--- src/user_io_pkg.sv ---
`default_nettype none
package user_io_pkg;
    localparam int CLK_MHZ = 100;
    // Bus byte offsets
    localparam logic [7:0] OFS_BUTTON = 8'h00;
    localparam logic [7:0] OFS_LAMP   = 8'h04;
    localparam logic [7:0] OFS_XFER   = 8'h08;
    localparam logic [7:0] OFS_MODE   = 8'h0c;
    localparam logic [7:0] OFS_CHAR   = 8'h10;
    // Field positions
    localparam int XFER_SEL_BIT  = 8;
    localparam int XFER_RD_BIT   = 9;
    localparam int STAT_BUSY_BIT = 8;
    localparam int STAT_MODE_BIT = 9;
    localparam int CHAR_COL_LSB  = 8;
    localparam int CHAR_LINE_BIT = 12;
    localparam int BTN_RAW_LSB   = 4;
    // Reset values
    localparam logic [3:0] LAMP_RST    = 4'hf;
    localparam logic       NIBBLE_RST  = 1'b0;
    // Character display geometry and address instruction
    localparam int         LINE_CHARS  = 16;
    localparam int         LINE_COUNT  = 2;
    localparam logic [7:0] SET_ADDR_OP = 8'h80;
    localparam logic [7:0] LINE1_BASE  = 8'h40;
    // Strobe timing, least times in ns
    localparam int T_SETUP_NS = 60;
    localparam int T_PULSE_NS = 500;
    localparam int T_HOLD_NS  = 40;
    localparam logic [7:0] SETUP_CYC = 8'((T_SETUP_NS * CLK_MHZ + 999) / 1000);
    localparam logic [7:0] PULSE_CYC = 8'((T_PULSE_NS * CLK_MHZ + 999) / 1000);
    localparam logic [7:0] HOLD_CYC  = 8'((T_HOLD_NS * CLK_MHZ + 999) / 1000);

    typedef enum logic [3:0] {
        S_IDLE  = 4'b0001,
        S_SETUP = 4'b0010,
        S_PULSE = 4'b0100,
        S_HOLD  = 4'b1000
    } eng_state_t;
endpackage
`default_nettype wire

--- src/board_user_io_lcd_port.sv ---
// Contract
// - General buttons read low while pressed.
// - Two general buttons plus one reset button.
// - Reset button pressed resets whole design.
// - Reset button also readable as input.
// - Lamp outputs low light, high extinguish.
// - Read/write high reads, module drives bus.
// - Enable pulses high; module acts falling.
// - Bus usable eight or four bits wide.
// - Addressing assumes two lines, sixteen characters.
//
// The implementer's own choices: the register addresses and the Wishbone slave port.
`timescale 1ns/1ps
`default_nettype none
module board_user_io_lcd_port (
    input  wire logic        clk_i,
    input  wire logic        rst_i,
    input  wire logic        wb_cyc_i,
    input  wire logic        wb_stb_i,
    input  wire logic        wb_we_i,
    input  wire logic [7:0]  wb_adr_i,
    input  wire logic [3:0]  wb_sel_i,
    input  wire logic [31:0] wb_dat_i,
    output logic      [31:0] wb_dat_o,
    output logic             wb_ack_o,
    input  wire logic        general_button_a_n_i,
    input  wire logic        general_button_b_n_i,
    input  wire logic        design_reset_button_n_i,
    output logic             indicator_lamp_0_n_o,
    output logic             indicator_lamp_1_n_o,
    output logic             indicator_lamp_2_n_o,
    output logic             indicator_lamp_3_n_o,
    output logic             text_display_select_o,
    output logic             text_display_read_write_o,
    output logic             text_display_enable_o,
    output logic             text_display_chip_select_n_o,
    input  wire logic [7:0]  module_data_lines_i,
    output logic      [7:0]  module_data_lines_o,
    output logic      [7:0]  module_data_lines_oe_n_o
);
    import user_io_pkg::*;

    typedef struct packed {
        eng_state_t  st;
        logic [7:0]  cnt;
        logic        nib;
        logic [7:0]  word;
        logic        dsel;
        logic        rw;
        logic        e;
        logic        cs_n;
        logic [7:0]  dout;
        logic [7:0]  oe_n;
        logic        pend;
        logic [7:0]  pend_ch;
        logic [7:0]  rdata;
        logic        nib_mode;
        logic [3:0]  lamp_n;
        logic [2:0]  pressed;
        logic        ack;
        logic [31:0] rdat;
    } io_state_t;

    io_state_t  s_reg;
    io_state_t  s_next;
    logic [2:0] btn_q;
    logic [7:0] bus_q;
    logic       rst_sys;
    logic       req;

    pin_sync #(.WIDTH(3)) u_btn_sync (
        .clk_i (clk_i),
        .d_i   ({design_reset_button_n_i, general_button_b_n_i, general_button_a_n_i}),
        .q_o   (btn_q)
    );

    pin_sync #(.WIDTH(8)) u_bus_sync (
        .clk_i (clk_i),
        .d_i   (module_data_lines_i),
        .q_o   (bus_q)
    );

    // Lines 7:4 carry the nibbles in narrow mode, high nibble first
    function automatic logic [7:0] lane(input logic [7:0] w, input logic narrow,
                                        input logic second);
        if (!narrow) begin
            lane = w;
        end else begin
            lane = {(second ? w[3:0] : w[7:4]), 4'h0};
        end
    endfunction

    function automatic io_state_t start_xfer(input io_state_t x, input logic ds,
                                             input logic rd, input logic [7:0] w);
        start_xfer      = x;
        start_xfer.st   = S_SETUP;
        start_xfer.cnt  = SETUP_CYC - 8'h01;
        start_xfer.dsel = ds;
        start_xfer.rw   = rd;
        start_xfer.word = w;
        start_xfer.nib  = 1'b0;
        start_xfer.cs_n = 1'b0;
        start_xfer.oe_n = {8{rd}};
        start_xfer.dout = rd ? 8'h00 : lane(w, x.nib_mode, 1'b0);
    endfunction

    function automatic logic [7:0] char_addr(input logic line, input logic [3:0] col);
        char_addr = SET_ADDR_OP | (line ? LINE1_BASE : 8'h00) | {4'h0, col};
    endfunction

    assign rst_sys = rst_i || !btn_q[2];
    assign req     = wb_cyc_i && wb_stb_i && !s_reg.ack;

    always_comb begin
        s_next         = s_reg;
        s_next.ack     = 1'b0;
        s_next.pressed = ~btn_q;

        case (s_reg.st)
            S_IDLE: begin
                s_next.cs_n = 1'b1;
            end
            S_SETUP: begin
                if (s_reg.cnt == 8'h00) begin
                    s_next.st  = S_PULSE;
                    s_next.e   = 1'b1;
                    s_next.cnt = PULSE_CYC - 8'h01;
                end else begin
                    s_next.cnt = s_reg.cnt - 8'h01;
                end
            end
            S_PULSE: begin
                if (s_reg.cnt == 8'h00) begin
                    s_next.e   = 1'b0;
                    s_next.st  = S_HOLD;
                    s_next.cnt = HOLD_CYC - 8'h01;
                    // Sampled while enable is still high; the pulse outlasts the sync delay
                    if (s_reg.rw) begin
                        if (!s_reg.nib_mode) begin
                            s_next.rdata = bus_q;
                        end else if (!s_reg.nib) begin
                            s_next.rdata[7:4] = bus_q[7:4];
                        end else begin
                            s_next.rdata[3:0] = bus_q[7:4];
                        end
                    end
                end else begin
                    s_next.cnt = s_reg.cnt - 8'h01;
                end
            end
            S_HOLD: begin
                if (s_reg.cnt != 8'h00) begin
                    s_next.cnt = s_reg.cnt - 8'h01;
                end else if (s_reg.nib_mode && !s_reg.nib) begin
                    s_next.nib  = 1'b1;
                    s_next.st   = S_SETUP;
                    s_next.cnt  = SETUP_CYC - 8'h01;
                    s_next.dout = s_reg.rw ? 8'h00 : lane(s_reg.word, 1'b1, 1'b1);
                end else if (s_reg.pend) begin
                    // Chip select stays low between address and character
                    s_next      = start_xfer(s_reg, 1'b1, 1'b0, s_reg.pend_ch);
                    s_next.pend = 1'b0;
                end else begin
                    s_next.st   = S_IDLE;
                    s_next.cs_n = 1'b1;
                    s_next.oe_n = 8'hff;
                    s_next.dsel = 1'b0;
                    s_next.rw   = 1'b0;
                    s_next.dout = 8'h00;
                end
            end
            default: begin
                s_next.st = S_IDLE;
            end
        endcase

        if (req) begin
            s_next.ack = 1'b1;
            case (wb_adr_i)
                OFS_BUTTON: s_next.rdat = {25'h0, btn_q, 1'b0, s_reg.pressed};
                OFS_LAMP:   s_next.rdat = {28'h0, ~s_reg.lamp_n};
                OFS_XFER:   s_next.rdat = {22'h0, s_reg.nib_mode, s_reg.st != S_IDLE,
                                           s_reg.rdata};
                OFS_MODE:   s_next.rdat = {31'h0, s_reg.nib_mode};
                default:    s_next.rdat = 32'h0;
            endcase
            if (wb_we_i) begin
                case (wb_adr_i)
                    OFS_LAMP: begin
                        if (wb_sel_i[0]) begin
                            s_next.lamp_n = ~wb_dat_i[3:0];
                        end
                    end
                    OFS_MODE: begin
                        // Must match the width set in the module by software
                        if (wb_sel_i[0] && s_reg.st == S_IDLE) begin
                            s_next.nib_mode = wb_dat_i[0];
                        end
                    end
                    OFS_XFER: begin
                        // Dropped while busy; software polls the busy bit first
                        if (wb_sel_i[1:0] == 2'b11 && s_reg.st == S_IDLE) begin
                            s_next = start_xfer(s_next, wb_dat_i[XFER_SEL_BIT],
                                                wb_dat_i[XFER_RD_BIT], wb_dat_i[7:0]);
                        end
                    end
                    OFS_CHAR: begin
                        if (wb_sel_i[1:0] == 2'b11 && s_reg.st == S_IDLE) begin
                            s_next = start_xfer(s_next, 1'b0, 1'b0,
                                char_addr(wb_dat_i[CHAR_LINE_BIT],
                                          wb_dat_i[CHAR_COL_LSB+3:CHAR_COL_LSB]));
                            s_next.pend    = 1'b1;
                            s_next.pend_ch = wb_dat_i[7:0];
                        end
                    end
                    default: begin
                    end
                endcase
            end
        end

        if (rst_sys) begin
            s_next          = '0;
            s_next.st       = S_IDLE;
            s_next.cs_n     = 1'b1;
            s_next.oe_n     = 8'hff;
            s_next.lamp_n   = LAMP_RST;
            s_next.nib_mode = NIBBLE_RST;
            s_next.pressed  = ~btn_q;
        end
    end

    always_ff @(posedge clk_i) begin
        s_reg <= s_next;
    end

    assign wb_dat_o                     = s_reg.rdat;
    assign wb_ack_o                     = s_reg.ack;
    assign indicator_lamp_0_n_o         = s_reg.lamp_n[0];
    assign indicator_lamp_1_n_o         = s_reg.lamp_n[1];
    assign indicator_lamp_2_n_o         = s_reg.lamp_n[2];
    assign indicator_lamp_3_n_o         = s_reg.lamp_n[3];
    assign text_display_select_o        = s_reg.dsel;
    assign text_display_read_write_o    = s_reg.rw;
    assign text_display_enable_o        = s_reg.e;
    assign text_display_chip_select_n_o = s_reg.cs_n;
    assign module_data_lines_o          = s_reg.dout;
    assign module_data_lines_oe_n_o     = s_reg.oe_n;

    a_lamp_write: assert property (@(posedge clk_i) disable iff (rst_sys)
        req && wb_we_i && wb_adr_i == OFS_LAMP && wb_sel_i[0]
        |=> {indicator_lamp_3_n_o, indicator_lamp_2_n_o, indicator_lamp_1_n_o,
             indicator_lamp_0_n_o} == ~$past(wb_dat_i[3:0]))
        else $error("lamp outputs not inverse of written value");

    a_reset_button: assert property (@(posedge clk_i)
        !btn_q[2] |=> s_reg.st == S_IDLE && s_reg.lamp_n == LAMP_RST && !wb_ack_o)
        else $error("reset button did not reset the design");

    a_button_level: assert property (@(posedge clk_i) disable iff (rst_i)
        1'b1 |=> s_reg.pressed[1:0] == ~$past(btn_q[1:0]))
        else $error("button pressed flags wrong polarity");

    a_read_release: assert property (@(posedge clk_i) disable iff (rst_sys)
        text_display_read_write_o && !text_display_chip_select_n_o
        |-> module_data_lines_oe_n_o == 8'hff)
        else $error("bus driven during display read");

    a_enable_pulse: assert property (@(posedge clk_i) disable iff (rst_sys)
        $rose(text_display_enable_o) |-> ##50 $fell(text_display_enable_o))
        else $error("enable pulse length wrong");

    a_stable_enable: assert property (@(posedge clk_i) disable iff (rst_sys)
        $fell(text_display_enable_o) |-> ($stable(text_display_select_o)
        && $stable(text_display_read_write_o) && $stable(module_data_lines_o))
        ##1 ($stable(text_display_select_o) && $stable(module_data_lines_o)))
        else $error("controls changed around enable fall");

    a_cs_access: assert property (@(posedge clk_i) disable iff (rst_sys)
        1'b1 |-> text_display_chip_select_n_o == (s_reg.st == S_IDLE))
        else $error("chip select not low for exactly the access");

    a_narrow_lanes: assert property (@(posedge clk_i) disable iff (rst_sys)
        s_reg.nib_mode && text_display_enable_o |-> module_data_lines_o[3:0] == 4'h0)
        else $error("low lines used in narrow mode");

    a_char_addr: assert property (@(posedge clk_i) disable iff (rst_sys)
        s_reg.pend && s_reg.st == S_SETUP |-> !s_reg.dsel && s_reg.word[7]
        && s_reg.word[5:4] == 2'b00)
        else $error("character address outside two by sixteen");

    a_ack_once: assert property (@(posedge clk_i) disable iff (rst_sys)
        wb_ack_o |=> !wb_ack_o)
        else $error("ack held two cycles");
endmodule
`default_nettype wire

--- src/pin_sync.sv ---
`timescale 1ns/1ps
`default_nettype none
module pin_sync #(
    parameter int WIDTH = 1
) (
    input  wire logic             clk_i,
    input  wire logic [WIDTH-1:0] d_i,
    output logic      [WIDTH-1:0] q_o
);
    typedef struct packed {
        logic [WIDTH-1:0] meta;
        logic [WIDTH-1:0] stable;
    } sync_t;

    sync_t s_reg;
    sync_t s_next;

    // No reset: a reset here would hide the button that causes it
    always_comb begin
        s_next        = s_reg;
        s_next.meta   = d_i;
        s_next.stable = s_reg.meta;
    end

    always_ff @(posedge clk_i) begin
        s_reg <= s_next;
    end

    assign q_o = s_reg.stable;
endmodule
`default_nettype wire

--- config.mk ---
export PLATFORM = sky130hd
export DESIGN_NAME = board_user_io_lcd_port
export DESIGN_NICKNAME = d
export VERILOG_FILES = /design/src/user_io_pkg.sv /design/src/board_user_io_lcd_port.sv /design/src/pin_sync.sv
export SDC_FILE = /design/constraint.sdc
export NUM_CORES = 1
export LEC_CHECK = 0
export ABC_CLOCK_PERIOD_IN_PS = 5000
export BUFFER_PORTS_ARGS = -buffer_cell sky130_fd_sc_hd__buf_2
export CORE_UTILIZATION = 50
export CTS_BUF_LIST = sky130_fd_sc_hd__clkbuf_4
export CTS_CLUSTER_DIAMETER = 80
export DETAILED_ROUTE_END_ITERATION = 16
export PLACE_DENSITY = 0.77
export SLEW_MARGIN = 40
export SYNTH_ARGS = -nofsm -noshare
export SYNTH_HDL_FRONTEND = slang
export SYNTH_SLANG_ARGS = --single-unit
export TNS_END_PERCENT = 20
--- constraint.sdc ---
create_clock -name clk_i -period 5 [get_ports clk_i]
set_input_delay 0.75 -clock clk_i [delete_from_list [all_inputs] [get_ports clk_i]]
set_output_delay 0.75 -clock clk_i [all_outputs]
set_load 0.02 [all_outputs]
==> Word-level counts from Yosys, hierarchy flattened <==
Cells that the tools add are included.
{ "op_classes": {"addsub": 1, "n_mux": 57, "n_bitwise": 4, "reduce_logical": 12, "n_eq_ne": 11} }
{ "ops": {"columns": ["cell", "count"], "rows": [
  ["$mux 99", 4],
  ["$mux 17", 8],
  ["$pmux 58 s2", 1],
  ["$mux 87", 1],
  ["$mux 36", 2],
  ["$mux 8", 9],
  ["$pmux 36 s2", 1],
  ["$mux 66", 1],
  ["$mux 41", 1],
  ["$pmux 10 s4", 1],
  ["$mux 4", 9],
  ["$mux 13", 2],
  ["$mux 25", 1],
  ["$pmux 8 s3", 1],
  ["$mux 11", 2],
  ["$eq 8x4->1 const B", 2],
  ["$logic_not 8->1", 2],
  ["$pmux 4 s4", 1],
  ["$pmux 8 s2", 1],
  ["$mux 12", 1],
  ["$pmux 4 s3", 1],
  ["$eq 8x3->1 const B", 1],
  ["$eq 8x5->1 const B", 1],
  ["$not 4->4", 2],
  ["19 further kinds", 29]
]} }
{ "totals": {"in_bits": 60, "ff_bits": 121, "word_cells": 107, "out_inout_bits": 57} }

==> Logic depth before layout (Yosys ltp) <==
{ "depth": {"depth_word": 17, "mapped_depth": 9, "ltp_nobuf": 7} }

==> By module <==
A second synthesis with hierarchy kept.
{ "unflattened": {"cells_unflattened": 479, "hier_area_um2": 4322.9} }
{ "by_module_without_submodules": {"columns": ["module", "instances", "cells_each", "seq_area_each_um2", "area_per_inst_um2"], "rows": [
  ["board_user_io_lcd_port", 1, 457, 1491.4, 3882.5],
  ["pin_sync at u_bus_sync", 1, 16, 320.3, 320.3],
  ["pin_sync at u_btn_sync", 1, 6, 120.1, 120.1]
]} }

==> Worst setup path after synthesis <==
OpenSTA, ideal clock, no wires.
{ "synth_path": {"path_type": "input -> register", "start": "input wb_adr_i[0]", "end": "register s_reg, in the netlist indicator_lamp_0_n_o", "required_time_ns": 4.879, "path_slack_ns": 2.416, "setup_time_ns": 0.121, "arrival_ns": 2.463, "path_stages": 5, "n_path_buf": 1, "cell_sequence": "or4_1 -> or3_1 -> buf_2 -> nor3_2 -> mux2_2"} }
{ "synth_via": {"elab_chain_len": 4} }
{ "synth_rtl": {"columns": ["item", "line", "rtl"], "rows": [
  ["from (decl)", "board_user_io_lcd_port.sv:21", "input wire logic [7:0] wb_adr_i,"],
  ["$eq 8x5->1, or another cell as far along", "board_user_io_lcd_port.sv:188", "case (wb_adr_i)"],
  ["$pmux 4 s3 *", "board_user_io_lcd_port.sv:188", null],
  ["$mux 99 *", "board_user_io_lcd_port.sv:187", "if (wb_we_i) begin"],
  ["$mux 99 *", "board_user_io_lcd_port.sv:177", "if (req) begin"],
  ["to (signal assigned)", "board_user_io_lcd_port.sv:234", "s_reg <= s_next;"],
  ["to (decl)", "board_user_io_lcd_port.sv:64", "io_state_t s_reg;"]
]} }
Every way passes the cells marked *; elsewhere a longest branch is shown, timed or not.
A chain may end at the register's enable or synchronous reset.

==> Worst setup path after layout <==
{ "layout_path": {"start": "register s_reg[87] (netlist name)", "end": "register s_reg, in the netlist module_data_lines_oe_n_o[3]"} }
{ "layout_via": {"elab_chain_len": 7} }
{ "layout_rtl": {"columns": ["item", "line", "rtl"], "rows": [
  ["$reduce_bool 8->1 *", "board_user_io_lcd_port.sv:152", "if (s_reg.cnt != 8'h00) begin"],
  ["$mux 87 *", "board_user_io_lcd_port.sv:152", null],
  ["$mux 25 *", "board_user_io_lcd_port.sv:119", "case (s_reg.st)"],
  ["$mux 99, on equally long branches", "board_user_io_lcd_port.sv:208, board_user_io_lcd_port.sv:202", null],
  ["$pmux 58 s2", "board_user_io_lcd_port.sv:188", null],
  ["$mux 99", "board_user_io_lcd_port.sv:187", null],
  ["$mux 99 *", "board_user_io_lcd_port.sv:177", null]
]} }
Every way passes the cells marked *; elsewhere a longest branch is shown, timed or not. The select of a mux whose other input is x is not followed.

==> metrics <==
Post-synth top flop=dfxtp_1; Die X=94.51 um; via count=3627; Worst R2R Start=s_reg[87]; ANT cells=0; Post-CTS Hold Fix Bufs=0; CTS Buf Count=9; IO Port Bufs=73; root buffer cell=clkbuf_4; CTS clk-pin slew, worst paths=0.16 ns; commonest non-fill, non-tap cell in the layout=dfxtp_1; hold_sp=u_bus_sync.s_next[0]; area of the multi-input gates=0.001927 mm2; Slew @ Worst Pin=0.7287 ns; CP required=5.30 ns; synthesized instance count=482; register bit total from synthesis=95; DP Cell Count=613; most frequent cells in the layout=dfxtp_1 (92), buf_2 (73), nor2_1 (36); share of cells above drive strength 1=20.23%; Reg area=0.001932 mm2; first-pass GRT wire length=16030 um; I/O pins=117; drt drc=0; placed wire-length estimate=7153 um; run status=completed; Initial Util=51.82%; FF-to-FF path depth=7; CTS tree=built; sequential area share after synthesis=45.15%; Crit. End Element=register; CTS H-Tree Depth=3; Detailed Routing Iterations Pass 1=5; Post-Syn Area per Cell=8.878 um2; Min Hold Slack=0.3314 ns; post-synth cell types=58; # fillers=765; EDFF count, synth=3; fmax=352.1 MHz; Longest Clk Path Bufs=2; Setup WS pre-CTS=2.011 ns; grt total ovfl=0; Total GRT Usage=23.26%; PwrDens=291.0 mW/mm2; VDD IR-drop max=0.0002558 V; post-layout min period=2.840 ns; Max Transition Viols Final=0; Setup Total Neg Slack=0 ns; Final Cycle Share=56.80%; GPL Wtd Cong=0.8869; largest net degree at the start of global routing=35; warnings from Yosys=0; NumNets Final=581; Critical R2R Capture=module_data_lines_oe_n_o[3]; Site Rows=33; number of global-route vias before repair=3340; crit path from=s_reg[87]; clock skew=0.02138 ns; Setup CP Type=reg -> reg; leakage power=1.848 nW; post-synthesis cell area=0.004279 mm2; Worst Path Max Fanout=11; Post-DRT Antenna Nets=0; post-cts resize count=0; initial antenna violation count=0; Finished Layout Cells=629; clk sinks=95; post-CTS setup buffer count=0; RSZ-0062 raised after global routing=no; routed wire length per instance=15.85 um; Die Area=0.008932 mm2; Hold Vio Cnt, Final=0; post-DR vias/cell=5.766; Area Overhead vs Synth=7.924%; Worst Setup EP=module_data_lines_oe_n_o[3]; max reg flops=38; crit path launch type=register; Slew headroom=51.27%; Reg2Reg Setup Slack=2.16 ns; number of DRC markers in iteration 0=182; Core Area=0.008258 mm2; die span in y=94.51 um; Clock Latency Late Sink=0.46 ns; Final WS setup=2.160 ns; Worst Path Arrival=3.14 ns; Async S/R FF share, synth=0%; hold crit path type=reg -> reg; final wirelength=9967 um; Max-Cap Viols=0; number of failing setup endpoints in the final timing report=0
==> worst max-delay path, cell delays in order (launching register included) <==
cell and delay [ns]:
dfxtp_1 0.36, inv_1 0.11, ha_1 0.17, or3b_2 0.48
nor2_1 0.56, and2_1 0.54, nand2b_1 0.32, o21ai_0 0.14
==> kinds of logic (layout without fill, tap and decap cells) <==
group | Yosys count | count (layout) | share of synthesized area [%]
buf+inv | 86 | 107 | 12.22
mux | 19 | 19 | 4.532
simple gates | 164 | 164 | 20.44
flops | 95 | 95 | 45.15
fa+ha+maj | 2 | 2 | 0.5847
xor+xnor | 2 | 2 | 0.4094
compound gates | 113 | 113 | 16.58
other cells | 1 | 22 | 0.08764
==> power breakdown <==
group | total (mW) | switching (mW) | internal, mW
clock | 0.491 | 0.277 | 0.214
combinational | 0.0768 | 0.0554 | 0.0214
sequential | 0.776 | 0.00365 | 0.772
total | 1.34 | 0.336 | 1.01
==> layer usage <==
metal	global-route usage, %	wire, um
met2	37.92	4731
met1	29.49	4319
met4	9.722	203
met3	5.475	712
met5	0	0
==> cell type report <==
type,instances,share of cell area [%]
Clock buffer,9,1.463
Sequential cell,95,41.83
Multi-Input combinational cell,322,41.72
Inverter,14,1.138
Tap cell,105,2.845
Clock inverter,7,2.357
Timing Repair Buffer,77,8.643
==> worst min-delay path by stage <==
| stage | cells past startpoint | end | slack [ns] |
|---|---|---|---|
| global placement | 0 | u_bus_sync.q_o[0] | 0.31 |
| global route | 1 | u_bus_sync.s_next[2] | 0.33 |
| detailed placement | 0 | u_bus_sync.q_o[0] | 0.31 |
| finish | 0 | u_bus_sync.q_o[0] | 0.33 |
| CTS | 0 | u_bus_sync.q_o[0] | 0.34 |
| floorplan | 0 | u_btn_sync.q_o[0] | 0.31 |
==> cells in the mapped netlist (2+ instances only) <==
cell | number | share of area [%]
dfxtp_1 | 92 | 43
buf_4 | 49 | 8.6
nor2_1 | 37 | 3.2
nand2_1 | 35 | 3.1
o21ai_0 | 34 | 4.0
a21oi_1 | 30 | 3.5
nand3_1 | 22 | 2.6
mux2i_1 | 16 | 3.7
inv_1 | 14 | 1.2
clkbuf_1 | 11 | 0.96
nor3_1 | 11 | 1.3
a22oi_1 | 8 | 1.4
a31oi_1 | 8 | 1.2
nand4_1 | 8 | 1.2
nor4_1 | 8 | 1.2
a211oi_1 | 7 | 1.2
buf_2 | 7 | 0.82
and3_1 | 6 | 0.88
a22o_1 | 5 | 1.0
nand2b_1 | 5 | 0.73
nor2b_1 | 5 | 0.73
buf_1 | 4 | 0.35
nor3b_1 | 4 | 0.70
nor4b_1 | 4 | 0.82
a311oi_1 | 3 | 0.61
edfxtp_1 | 3 | 2.1
mux2_2 | 3 | 0.79
or4_1 | 3 | 0.53
a211o_1 | 2 | 0.41
a221oi_1 | 2 | 0.41
and4_1 | 2 | 0.41
ha_1 | 2 | 0.58
nor3_2 | 2 | 0.47
o211ai_1 | 2 | 0.35
o21a_1 | 2 | 0.35
o22ai_1 | 2 | 0.29
o311ai_0 | 2 | 0.41
or3_1 | 2 | 0.29
==> metrics by stage <==
stage / util (%) / power [mW] / cell area (um2)
global placement: 53.44 / 0.8659 / 4413
floorplan: - / 0.8487 / 4358
detailed placement: 53.76 / 0.8679 / 4439
CTS: 55.89 / 1.354 / 4616
finish: 55.92 / 1.344 / 4618
global route: 55.92 / 1.394 / 4618
(Power assumes the default switching activity.)
